### config.mk
export PLATFORM = sky130hd
export DESIGN_NAME = vsw_config_regs
export DESIGN_NICKNAME = d
export VERILOG_FILES = /design/src/hdl/vsw_pkg.sv /design/src/hdl/vsw_config_regs.sv /design/src/hdl/vsw_pulse_timer.sv
export SDC_FILE = /design/constraint.sdc
export NUM_CORES = 1
export LEC_CHECK = 0
export ABC_AREA = 1
export BUFFER_PORTS_ARGS = -buffer_cell sky130_fd_sc_hd__buf_2
export CORE_ASPECT_RATIO = 0.75
export CORE_UTILIZATION = 59
export DETAILED_ROUTE_END_ITERATION = 10
export GPL_ROUTABILITY_DRIVEN = 0
export PLACE_DENSITY_LB_ADDON = 0.1
export SKIP_LAST_GASP = 1
export SYNTH_ARGS = -nofsm -noshare
export SYNTH_HDL_FRONTEND = slang
export SYNTH_HIERARCHICAL = 1
export SYNTH_SLANG_ARGS = --single-unit
### constraint.sdc
create_clock -name mclk -period 5.1 [get_ports mclk]
set_input_delay 0.51 -clock mclk [delete_from_list [all_inputs] [get_ports mclk]]
set_output_delay 0.51 -clock mclk [all_outputs]
set_load 0.1 [all_outputs]
### src/hdl/vsw_pkg.sv
// Shared constants and carrier types of the video switch configuration bank
package vsw_pkg;

  // Register offsets
  localparam logic [7:0] VSW_ADDR_FAST     = 8'h00;
  localparam logic [7:0] VSW_ADDR_SIDE     = 8'h01;
  localparam logic [7:0] VSW_ADDR_ITERM    = 8'h10;
  localparam logic [7:0] VSW_ADDR_PULSE_AB = 8'h11;
  localparam logic [7:0] VSW_ADDR_PULSE_C  = 8'h12;
  localparam logic [7:0] VSW_ADDR_EQ_AB    = 8'h13;
  localparam logic [7:0] VSW_ADDR_EQ_C     = 8'h14;
  localparam logic [7:0] VSW_ADDR_DRV      = 8'h20;

  // Values after reset
  localparam logic [7:0] VSW_RST_FAST      = 8'h40;
  localparam logic [7:0] VSW_RST_SIDE      = 8'h40;
  localparam logic [7:0] VSW_RST_ITERM     = 8'h01;
  localparam logic [7:0] VSW_RST_PULSE_AB  = 8'h00;
  localparam logic [7:0] VSW_RST_PULSE_C   = 8'h00;
  localparam logic [7:0] VSW_RST_EQ_AB     = 8'h00;
  localparam logic [7:0] VSW_RST_EQ_C      = 8'h00;
  localparam logic [7:0] VSW_RST_DRV       = 8'h03;

  // Writable bits of each register
  localparam logic [7:0] VSW_MASK_MODE     = 8'h43;
  localparam logic [7:0] VSW_MASK_ITERM    = 8'h01;
  localparam logic [7:0] VSW_MASK_FULL     = 8'hFF;
  localparam logic [7:0] VSW_MASK_NIBBLE   = 8'h0F;
  localparam logic [7:0] VSW_MASK_DRV      = 8'h0F;
  localparam logic [7:0] VSW_READ_UNMAPPED = 8'h00;

  // Field positions
  localparam int VSW_ENABLE_BIT    = 6;
  localparam int VSW_SRC_LSB       = 0;
  localparam int VSW_ITERM_BIT     = 0;
  localparam int VSW_CUR_BIT       = 0;
  localparam int VSW_OTERM_BIT     = 1;
  localparam int VSW_EMPH_LSB      = 2;
  localparam int VSW_CHANNELS      = 12;

  // Source codes
  localparam logic [1:0] VSW_SRC_A = 2'h0;
  localparam logic [1:0] VSW_SRC_B = 2'h1;
  localparam logic [1:0] VSW_SRC_C = 2'h2;

  // Termination pulse length
  localparam longint VSW_CLK_HZ       = 40000000;
  localparam longint VSW_PULSE_MS     = 100;
  localparam longint VSW_PULSE_CYCLES =
    (VSW_PULSE_MS * VSW_CLK_HZ + 999) / 1000;

  // Strap pins
  typedef struct packed {
    logic       strap_fast_enable;
    logic [1:0] strap_source_select;
    logic       strap_eq_level;
    logic [1:0] strap_emphasis_pins;
    logic       strap_current_level;
  } vsw_strap_t;

  // Effective configuration towards the analog paths
  typedef struct packed {
    logic        fast_path_enable;
    logic        standby;
    logic [1:0]  fast_source_select;
    logic        side_enable;
    logic [1:0]  side_source_select;
    logic [2:0]  side_common_port;
    logic [11:0] input_termination_on;
    logic [11:0] input_eq_select;
    logic [1:0]  output_emphasis_level;
    logic        output_termination_on;
    logic        output_current_level;
    logic        strap_mode;
  } vsw_cfg_t;

  // Register contents
  typedef struct packed {
    logic [7:0] fast;
    logic [7:0] side;
    logic [7:0] iterm;
    logic [7:0] pulse_ab;
    logic [7:0] pulse_c;
    logic [7:0] eq_ab;
    logic [7:0] eq_c;
    logic [7:0] drv;
  } vsw_regs_t;

endpackage

### src/hdl/vsw_config_regs.sv
// Configuration register bank of the three-way video link switch
`timescale 1ns/100ps
`default_nettype none
module vsw_config_regs #(
  parameter longint PULSE_CYCLES = vsw_pkg::VSW_PULSE_CYCLES
) (
  // Clock and reset
  input  wire logic               mclk,
  input  wire logic               rst_n,
  // Decoded serial register port
  input  wire logic [7:0]         reg_addr,
  input  wire logic               reg_wr,
  input  wire logic               reg_rd,
  input  wire logic [7:0]         reg_wdata,
  output logic      [7:0]         reg_rdata,
  output logic                    reg_rvalid,
  // Strap pins
  input  wire vsw_pkg::vsw_strap_t strap,
  // Effective configuration
  output vsw_pkg::vsw_cfg_t       cfg
);
  import vsw_pkg::*;

  localparam int CNT_W = $clog2(PULSE_CYCLES + 1);

  typedef struct packed {
    vsw_regs_t  regs;
    logic       serial_seen;
    logic [1:0] prev_src;
    logic [7:0] rdata;
    logic       rvalid;
    vsw_cfg_t   cfg;
  } vsw_state_t;

  vsw_state_t st_r;
  vsw_state_t st_nxt;
  logic       pulse_start;
  logic       pulse_busy;

  // Side source decode, one bit per source
  function automatic logic [2:0] vsw_side_route(input logic       en,
                                                input logic [1:0] sel);
    logic [2:0] r;
    r = 3'h0;
    if (en)
    begin
      unique case (sel)
        VSW_SRC_A: r = 3'h1;
        VSW_SRC_B: r = 3'h2;
        VSW_SRC_C: r = 3'h4;
        default:   r = 3'h0;
      endcase
    end
    return r;
  endfunction

  // Strap image of the register set
  function automatic vsw_regs_t vsw_strap_image(input vsw_strap_t s,
                                                input vsw_regs_t  cur);
    vsw_regs_t r;
    r = cur;
    r.fast = 8'h00;
    r.fast[VSW_ENABLE_BIT] = s.strap_fast_enable;
    r.fast[VSW_SRC_LSB +: 2] = s.strap_source_select;
    r.side = 8'h00;
    r.side[VSW_ENABLE_BIT] = 1'b1;
    r.side[VSW_SRC_LSB +: 2] = s.strap_source_select;
    r.iterm = VSW_MASK_ITERM;
    r.pulse_ab = 8'h00;
    r.pulse_c = 8'h00;
    r.eq_ab = {8{s.strap_eq_level}};
    r.eq_c = {4'h0, {4{s.strap_eq_level}}};
    r.drv[VSW_EMPH_LSB +: 2] = s.strap_emphasis_pins;
    r.drv[VSW_CUR_BIT] = s.strap_current_level;
    return r;
  endfunction

  // Masked register read
  function automatic logic [7:0] vsw_read(input vsw_regs_t  r,
                                          input logic [7:0] a);
    logic [7:0] d;
    d = VSW_READ_UNMAPPED;
    unique case (a)
      VSW_ADDR_FAST:     d = r.fast & VSW_MASK_MODE;
      VSW_ADDR_SIDE:     d = r.side & VSW_MASK_MODE;
      VSW_ADDR_ITERM:    d = r.iterm & VSW_MASK_ITERM;
      VSW_ADDR_PULSE_AB: d = r.pulse_ab & VSW_MASK_FULL;
      VSW_ADDR_PULSE_C:  d = r.pulse_c & VSW_MASK_NIBBLE;
      VSW_ADDR_EQ_AB:    d = r.eq_ab & VSW_MASK_FULL;
      VSW_ADDR_EQ_C:     d = r.eq_c & VSW_MASK_NIBBLE;
      VSW_ADDR_DRV:      d = r.drv & VSW_MASK_DRV;
      default:           d = VSW_READ_UNMAPPED;
    endcase
    return d;
  endfunction

  // Masked register write
  function automatic vsw_regs_t vsw_write(input vsw_regs_t  r,
                                          input logic [7:0] a,
                                          input logic [7:0] d);
    vsw_regs_t w;
    w = r;
    unique case (a)
      VSW_ADDR_FAST:     w.fast = d & VSW_MASK_MODE;
      VSW_ADDR_SIDE:     w.side = d & VSW_MASK_MODE;
      VSW_ADDR_ITERM:    w.iterm = d & VSW_MASK_ITERM;
      VSW_ADDR_PULSE_AB: w.pulse_ab = d & VSW_MASK_FULL;
      VSW_ADDR_PULSE_C:  w.pulse_c = d & VSW_MASK_NIBBLE;
      VSW_ADDR_EQ_AB:    w.eq_ab = d & VSW_MASK_FULL;
      VSW_ADDR_EQ_C:     w.eq_c = d & VSW_MASK_NIBBLE;
      VSW_ADDR_DRV:      w.drv = d & VSW_MASK_DRV;
      default:           w = r;
    endcase
    return w;
  endfunction

  always_comb
  begin
    logic        access;
    logic [1:0]  cur_src;
    logic [11:0] pulse_vec;
    logic [11:0] eq_vec;
    logic        term_on;
    st_nxt = st_r;
    access = reg_wr | reg_rd;
    cur_src = st_r.regs.fast[VSW_SRC_LSB +: 2];
    pulse_vec = {st_r.regs.pulse_c[3:0], st_r.regs.pulse_ab};
    eq_vec = {st_r.regs.eq_c[3:0], st_r.regs.eq_ab};
    term_on = st_r.regs.iterm[VSW_ITERM_BIT];

    // only until the first serial access
    if (!st_r.serial_seen)
    begin
      st_nxt.regs = vsw_strap_image(strap, st_r.regs);
    end

    if (access)
    begin
      st_nxt.serial_seen = 1'b1;
    end

    // Register writes win over the strap image
    if (reg_wr)
    begin
      st_nxt.regs = vsw_write(st_nxt.regs, reg_addr, reg_wdata);
    end

    st_nxt.rvalid = reg_rd;
    if (reg_rd)
    begin
      st_nxt.rdata = vsw_read(st_r.regs, reg_addr);
    end

    st_nxt.prev_src = cur_src;
    pulse_start = (cur_src != st_r.prev_src) && term_on;

    st_nxt.cfg.fast_path_enable = st_r.regs.fast[VSW_ENABLE_BIT];
    st_nxt.cfg.standby = ~st_r.regs.fast[VSW_ENABLE_BIT];
    st_nxt.cfg.fast_source_select = cur_src;

    st_nxt.cfg.side_enable = st_r.regs.side[VSW_ENABLE_BIT];
    st_nxt.cfg.side_source_select = st_r.regs.side[VSW_SRC_LSB +: 2];
    st_nxt.cfg.side_common_port =
      vsw_side_route(st_r.regs.side[VSW_ENABLE_BIT],
                     st_r.regs.side[VSW_SRC_LSB +: 2]);

    st_nxt.cfg.input_termination_on =
      {VSW_CHANNELS{term_on}} & ~(pulse_vec & {VSW_CHANNELS{pulse_busy}});

    st_nxt.cfg.input_eq_select = eq_vec;

    st_nxt.cfg.output_emphasis_level = st_r.regs.drv[VSW_EMPH_LSB +: 2];
    st_nxt.cfg.output_termination_on = st_r.regs.drv[VSW_OTERM_BIT];
    st_nxt.cfg.output_current_level = st_r.regs.drv[VSW_CUR_BIT];

    st_nxt.cfg.strap_mode = ~st_r.serial_seen;
  end

  always_ff @(posedge mclk or negedge rst_n)
  begin
    if (!rst_n)
    begin
      st_r.regs.fast <= VSW_RST_FAST;
      st_r.regs.side <= VSW_RST_SIDE;
      st_r.regs.iterm <= VSW_RST_ITERM;
      st_r.regs.pulse_ab <= VSW_RST_PULSE_AB;
      st_r.regs.pulse_c <= VSW_RST_PULSE_C;
      st_r.regs.eq_ab <= VSW_RST_EQ_AB;
      st_r.regs.eq_c <= VSW_RST_EQ_C;
      st_r.regs.drv <= VSW_RST_DRV;
      st_r.serial_seen <= 1'b0;
      st_r.prev_src <= VSW_SRC_A;
      st_r.rdata <= 8'h00;
      st_r.rvalid <= 1'b0;
      st_r.cfg.fast_path_enable <= 1'b0;
      st_r.cfg.standby <= 1'b1;
      st_r.cfg.fast_source_select <= VSW_SRC_A;
      st_r.cfg.side_enable <= 1'b0;
      st_r.cfg.side_source_select <= VSW_SRC_A;
      st_r.cfg.side_common_port <= 3'h0;
      st_r.cfg.input_termination_on <= 12'h000;
      st_r.cfg.input_eq_select <= 12'h000;
      st_r.cfg.output_emphasis_level <= 2'h0;
      st_r.cfg.output_termination_on <= 1'b0;
      st_r.cfg.output_current_level <= 1'b0;
      st_r.cfg.strap_mode <= 1'b0;
    end
    else
    begin
      st_r <= st_nxt;
    end
  end

  vsw_pulse_timer #(
    .CYCLES (PULSE_CYCLES),
    .CNT_W  (CNT_W)
  ) u_pulse_timer (
    .mclk  (mclk),
    .rst_n (rst_n),
    .start (pulse_start),
    .busy  (pulse_busy)
  );

  assign reg_rdata = st_r.rdata;
  assign reg_rvalid = st_r.rvalid;
  assign cfg = st_r.cfg;

endmodule // vsw_config_regs
`default_nettype wire

### src/hdl/vsw_pulse_timer.sv
// Termination pulse timer, restarted on every fast path source switch made while input termination is on
`timescale 1ns/100ps
`default_nettype none
module vsw_pulse_timer #(
  parameter longint CYCLES = vsw_pkg::VSW_PULSE_CYCLES,
  parameter int     CNT_W  = 22
) (
  // Clock and reset
  input  wire logic mclk,
  input  wire logic rst_n,
  // Control
  input  wire logic start,
  output logic      busy
);

  typedef struct packed {
    logic [CNT_W-1:0] cnt;
  } vsw_tmr_state_t;

  localparam logic [CNT_W-1:0] LOAD = CNT_W'(CYCLES);

  vsw_tmr_state_t st_r;
  vsw_tmr_state_t st_nxt;

  always_comb
  begin
    st_nxt = st_r;
    if (start)
    begin
      st_nxt.cnt = LOAD;
    end
    else if (st_r.cnt != '0)
    begin
      st_nxt.cnt = st_r.cnt - CNT_W'(1);
    end
  end

  always_ff @(posedge mclk or negedge rst_n)
  begin
    if (!rst_n)
    begin
      st_r <= '0;
    end
    else
    begin
      st_r <= st_nxt;
    end
  end

  assign busy = (st_r.cnt != '0);

endmodule // vsw_pulse_timer
`default_nettype wire

==> impl_metrics.yaml <==
status:
  outcome: "complete, but fails checks"
  violations: "design-rule violations"
clock_network:
  cts.sinks: 106
  numCtsBuffers: 9
  cts_hold_buf: 0
  clockRootBuffer: "clkbuf_16"
  cts_resized: 0
  clock_latency_ns: 0.35
  postCtsSetupBuffers: 0
  h-tree-depth: 3
  cts_tree: "done"
  cts_buffer_depth: 2
  clkTransAtPathRegs_ns: 0.07
setup_path:
  crit_chain: "inv_1, a21oi_1, inv_1, nand4_1, nand3b_1, nand2_1"
  cp_max_fo: 16
  startpoint_type: "flip-flop"
  critPathMostFrequentCell: "inv_1"
  cp.required_ns: 5.39
  cp_slowest_cell: "a21oi_1"
  arrival_ns: 2.84
  setup.worst_path.end_class: "flip-flop"
  critical_path_class: "reg2reg"
  critical-path-top-delay-family: "compound AO/OA/AOI/OAI gates"
  slowest_delay_ns: 0.80
  r2r_cells: 6
  timing.rr.start: "st_r[91]$_DFF_PN1_"
  crit_buf_inv: 2
  reg2reg_slack_ns: 2.55
  r2r_end: "u_pulse_timer/st_r[18]$_DFFE_PN0P_"
global_routing:
  grt_start_max_net_pins: 59
  grt_pass1_wl_mm: 19.0
  grtUsageTotal: 0.263
  antenna_found_initial: 0
  overflow: 0
  grt_pass1_vias: 3687
cells_and_area:
  multi_input_area_sq_um: 1880
  diodes: 0
  final_layout_size_suffix_gt1_frac: 0.210
  fillers: 718
  final_cells: 765
  synthToLayoutAreaGrowth_pct: 6.39
  layout.nets: 680
  seq_area_sq_um: 2660
sta:
  hold_ws_ns: 0.197
  slew_violations: 0
  setup_viol: 0
  report.final.hold_viol_count: 0
  worst_pin_slew_ns: 0.949
  post-route-period-util: 0.500
  rsz0062_at_grt: "false"
  finalSetupTns_ns: 0
  worst_slack_ns: 2.55
  skew_ns: 0.00554
  max-slew-margin-rel: 0.367
  fmax_mhz: 392
  fin_crit_ns: 2.55
power:
  powerDensity_nw_per_um2: 410
  p_leak_nw: 2.85
  finalPower_mw: 2.31
  vdd_drop_max_mv: 0.200
logic_synthesis:
  syn_area_per_cell_sq_um: 8.40
  seq_area_frac_synth: 0.503
  synth.yosys.warnings: 6
  syn-instance-count: 629
  syn-num-nets: 657
  synth.distinct_cells: 36
  synth_edf_count: 0
  synth_area_sq_um: 5280
  ys_ff_latch: 106
  synth_ff_type: "dfrtp_1"
  synthArstFlopShare: 1.00
floorplanning:
  die_x_um: 111
  core_sq_um: 8560
  start_util: 0.617
  dieHeight_um: 84.0
  die_area_sq_um: 9340
  num_io_pins: 75
  rows: 29
placed_design:
  pre_cts_slack_ns: 2.61
  numPortBuffers: 74
  dp_hpwl_mm: 8.33
  placed_cells: 749
detailed_routing:
  dr.pass1.iters: 8
  antenna_left: 0
  vias_per_cell: 5.39
  drt-total-wl_mm: 11.6
  drc: 12
  drt-initial-drc-count: 360
  vias: 4123
  wire_per_inst_um: 15.2
min_path:
  hp-class: "in2async"
run:
  drv_cap: 0
## synthesized netlist by cell type, drive strengths merged (2+ instances only)
| library cell | n | area [sq um] |
|---|---|---|
| a31oi | 3 | 18.8 |
| a21oi | 20 | 100 |
| nor2 | 70 | 343 |
| buf | 60 | 453 |
| nor3 | 3 | 15.0 |
| a21o | 2 | 15.0 |
| nand4 | 11 | 68.8 |
| dfstp | 6 | 158 |
| clkbuf | 3 | 11.3 |
| nand3b | 2 | 15.0 |
| o21ai | 53 | 303 |
| nand3 | 64 | 330 |
| or2 | 6 | 37.5 |
| and2 | 2 | 12.5 |
| inv | 72 | 270 |
| clkinv | 2 | 8.75 |
| xnor2 | 2 | 17.5 |
| dfrtp | 100 | 2500 |
| nand2 | 145 | 577 |
## per-layer routing
metal | part of all wire | global-route usage
met1 | 0.49 | 0.423
met2 | 0.41 | 0.355
met3 | 0.089 | 0.0559
met4 | 0.011 | 0.0639
met5 | 0 | 0
## cells in the final DEF, fill, tap and decap left out, drive strengths merged, types with 6 or more instances in the layout
cell,n
nand2,145
dfrtp,100
buf,75
inv,75
nor2,70
nand3,64
o21ai,53
a21oi,20
nand4,11
clkbuf,9
dfstp,6
or2,6
## state kept, by name (all words and copies together), names as in the netlist
signal / flops
reg_rvalid: 1
cfg: 39
reg_rdata: 8
u_pulse_timer/st_r: 22
st_nxt: 22
st_r: 14
## power by group
group          internal (mW)  switching, mW
Combinational          0.169          0.405
Clock                  0.340          0.330
Sequential             0.957          0.107
## worst max path at each step
stage	from	end	cells after the start
4_1_cts	st_r[91]$_DFF_PN1_	u_pulse_timer/st_r[18]$_DFFE_PN0P_	6
3_3_place_gp	st_r[91]$_DFF_PN1_	u_pulse_timer/st_r[1]$_DFFE_PN0P_	5
6_report	st_r[91]$_DFF_PN1_	u_pulse_timer/st_r[18]$_DFFE_PN0P_	6
5_1_grt	st_r[91]$_DFF_PN1_	u_pulse_timer/st_r[18]$_DFFE_PN0P_	6
3_5_place_dp	st_r[91]$_DFF_PN1_	u_pulse_timer/st_r[1]$_DFFE_PN0P_	5
2_1_floorplan	u_pulse_timer/st_r[0]$_DFFE_PN0P_	cfg[18]$_DFF_PN0_	10
## stage by stage
step	utilization	cell area, sq um
after floorplan	-	5280
after global placement	0.623	5340
after detailed placement	0.623	5340
after CTS	0.656	5620
after global routing	0.656	5620
final	0.656	5620
## final cells by class
| cell class | count | area share |
|---|---|---|
| Clock buffer | 9 | 0.0401 |
| Clock inverter | 7 | 0.0109 |
| Timing Repair Buffer | 75 | 0.0677 |
| Inverter | 74 | 0.0496 |
| Sequential cell | 106 | 0.473 |
| Tap cell | 108 | 0.0240 |
| Multi-Input combinational cell | 386 | 0.335 |
## logic make-up (layout without fill, tap and decap cells)
kind of cell / Yosys count / in the layout / synth area share
AND/OR/NAND/NOR: 303 / 303 / 0.265
buffers and inverters: 137 / 165 / 0.141
flip-flops: 106 / 106 / 0.503
AO/OA/AOI/OAI: 80 / 80 / 0.0855
XOR/XNOR: 2 / 2 / 0.00332
adder cells (fa/ha/maj): 1 / 1 / 0.00237
Power figures use the tool's default switching activity.
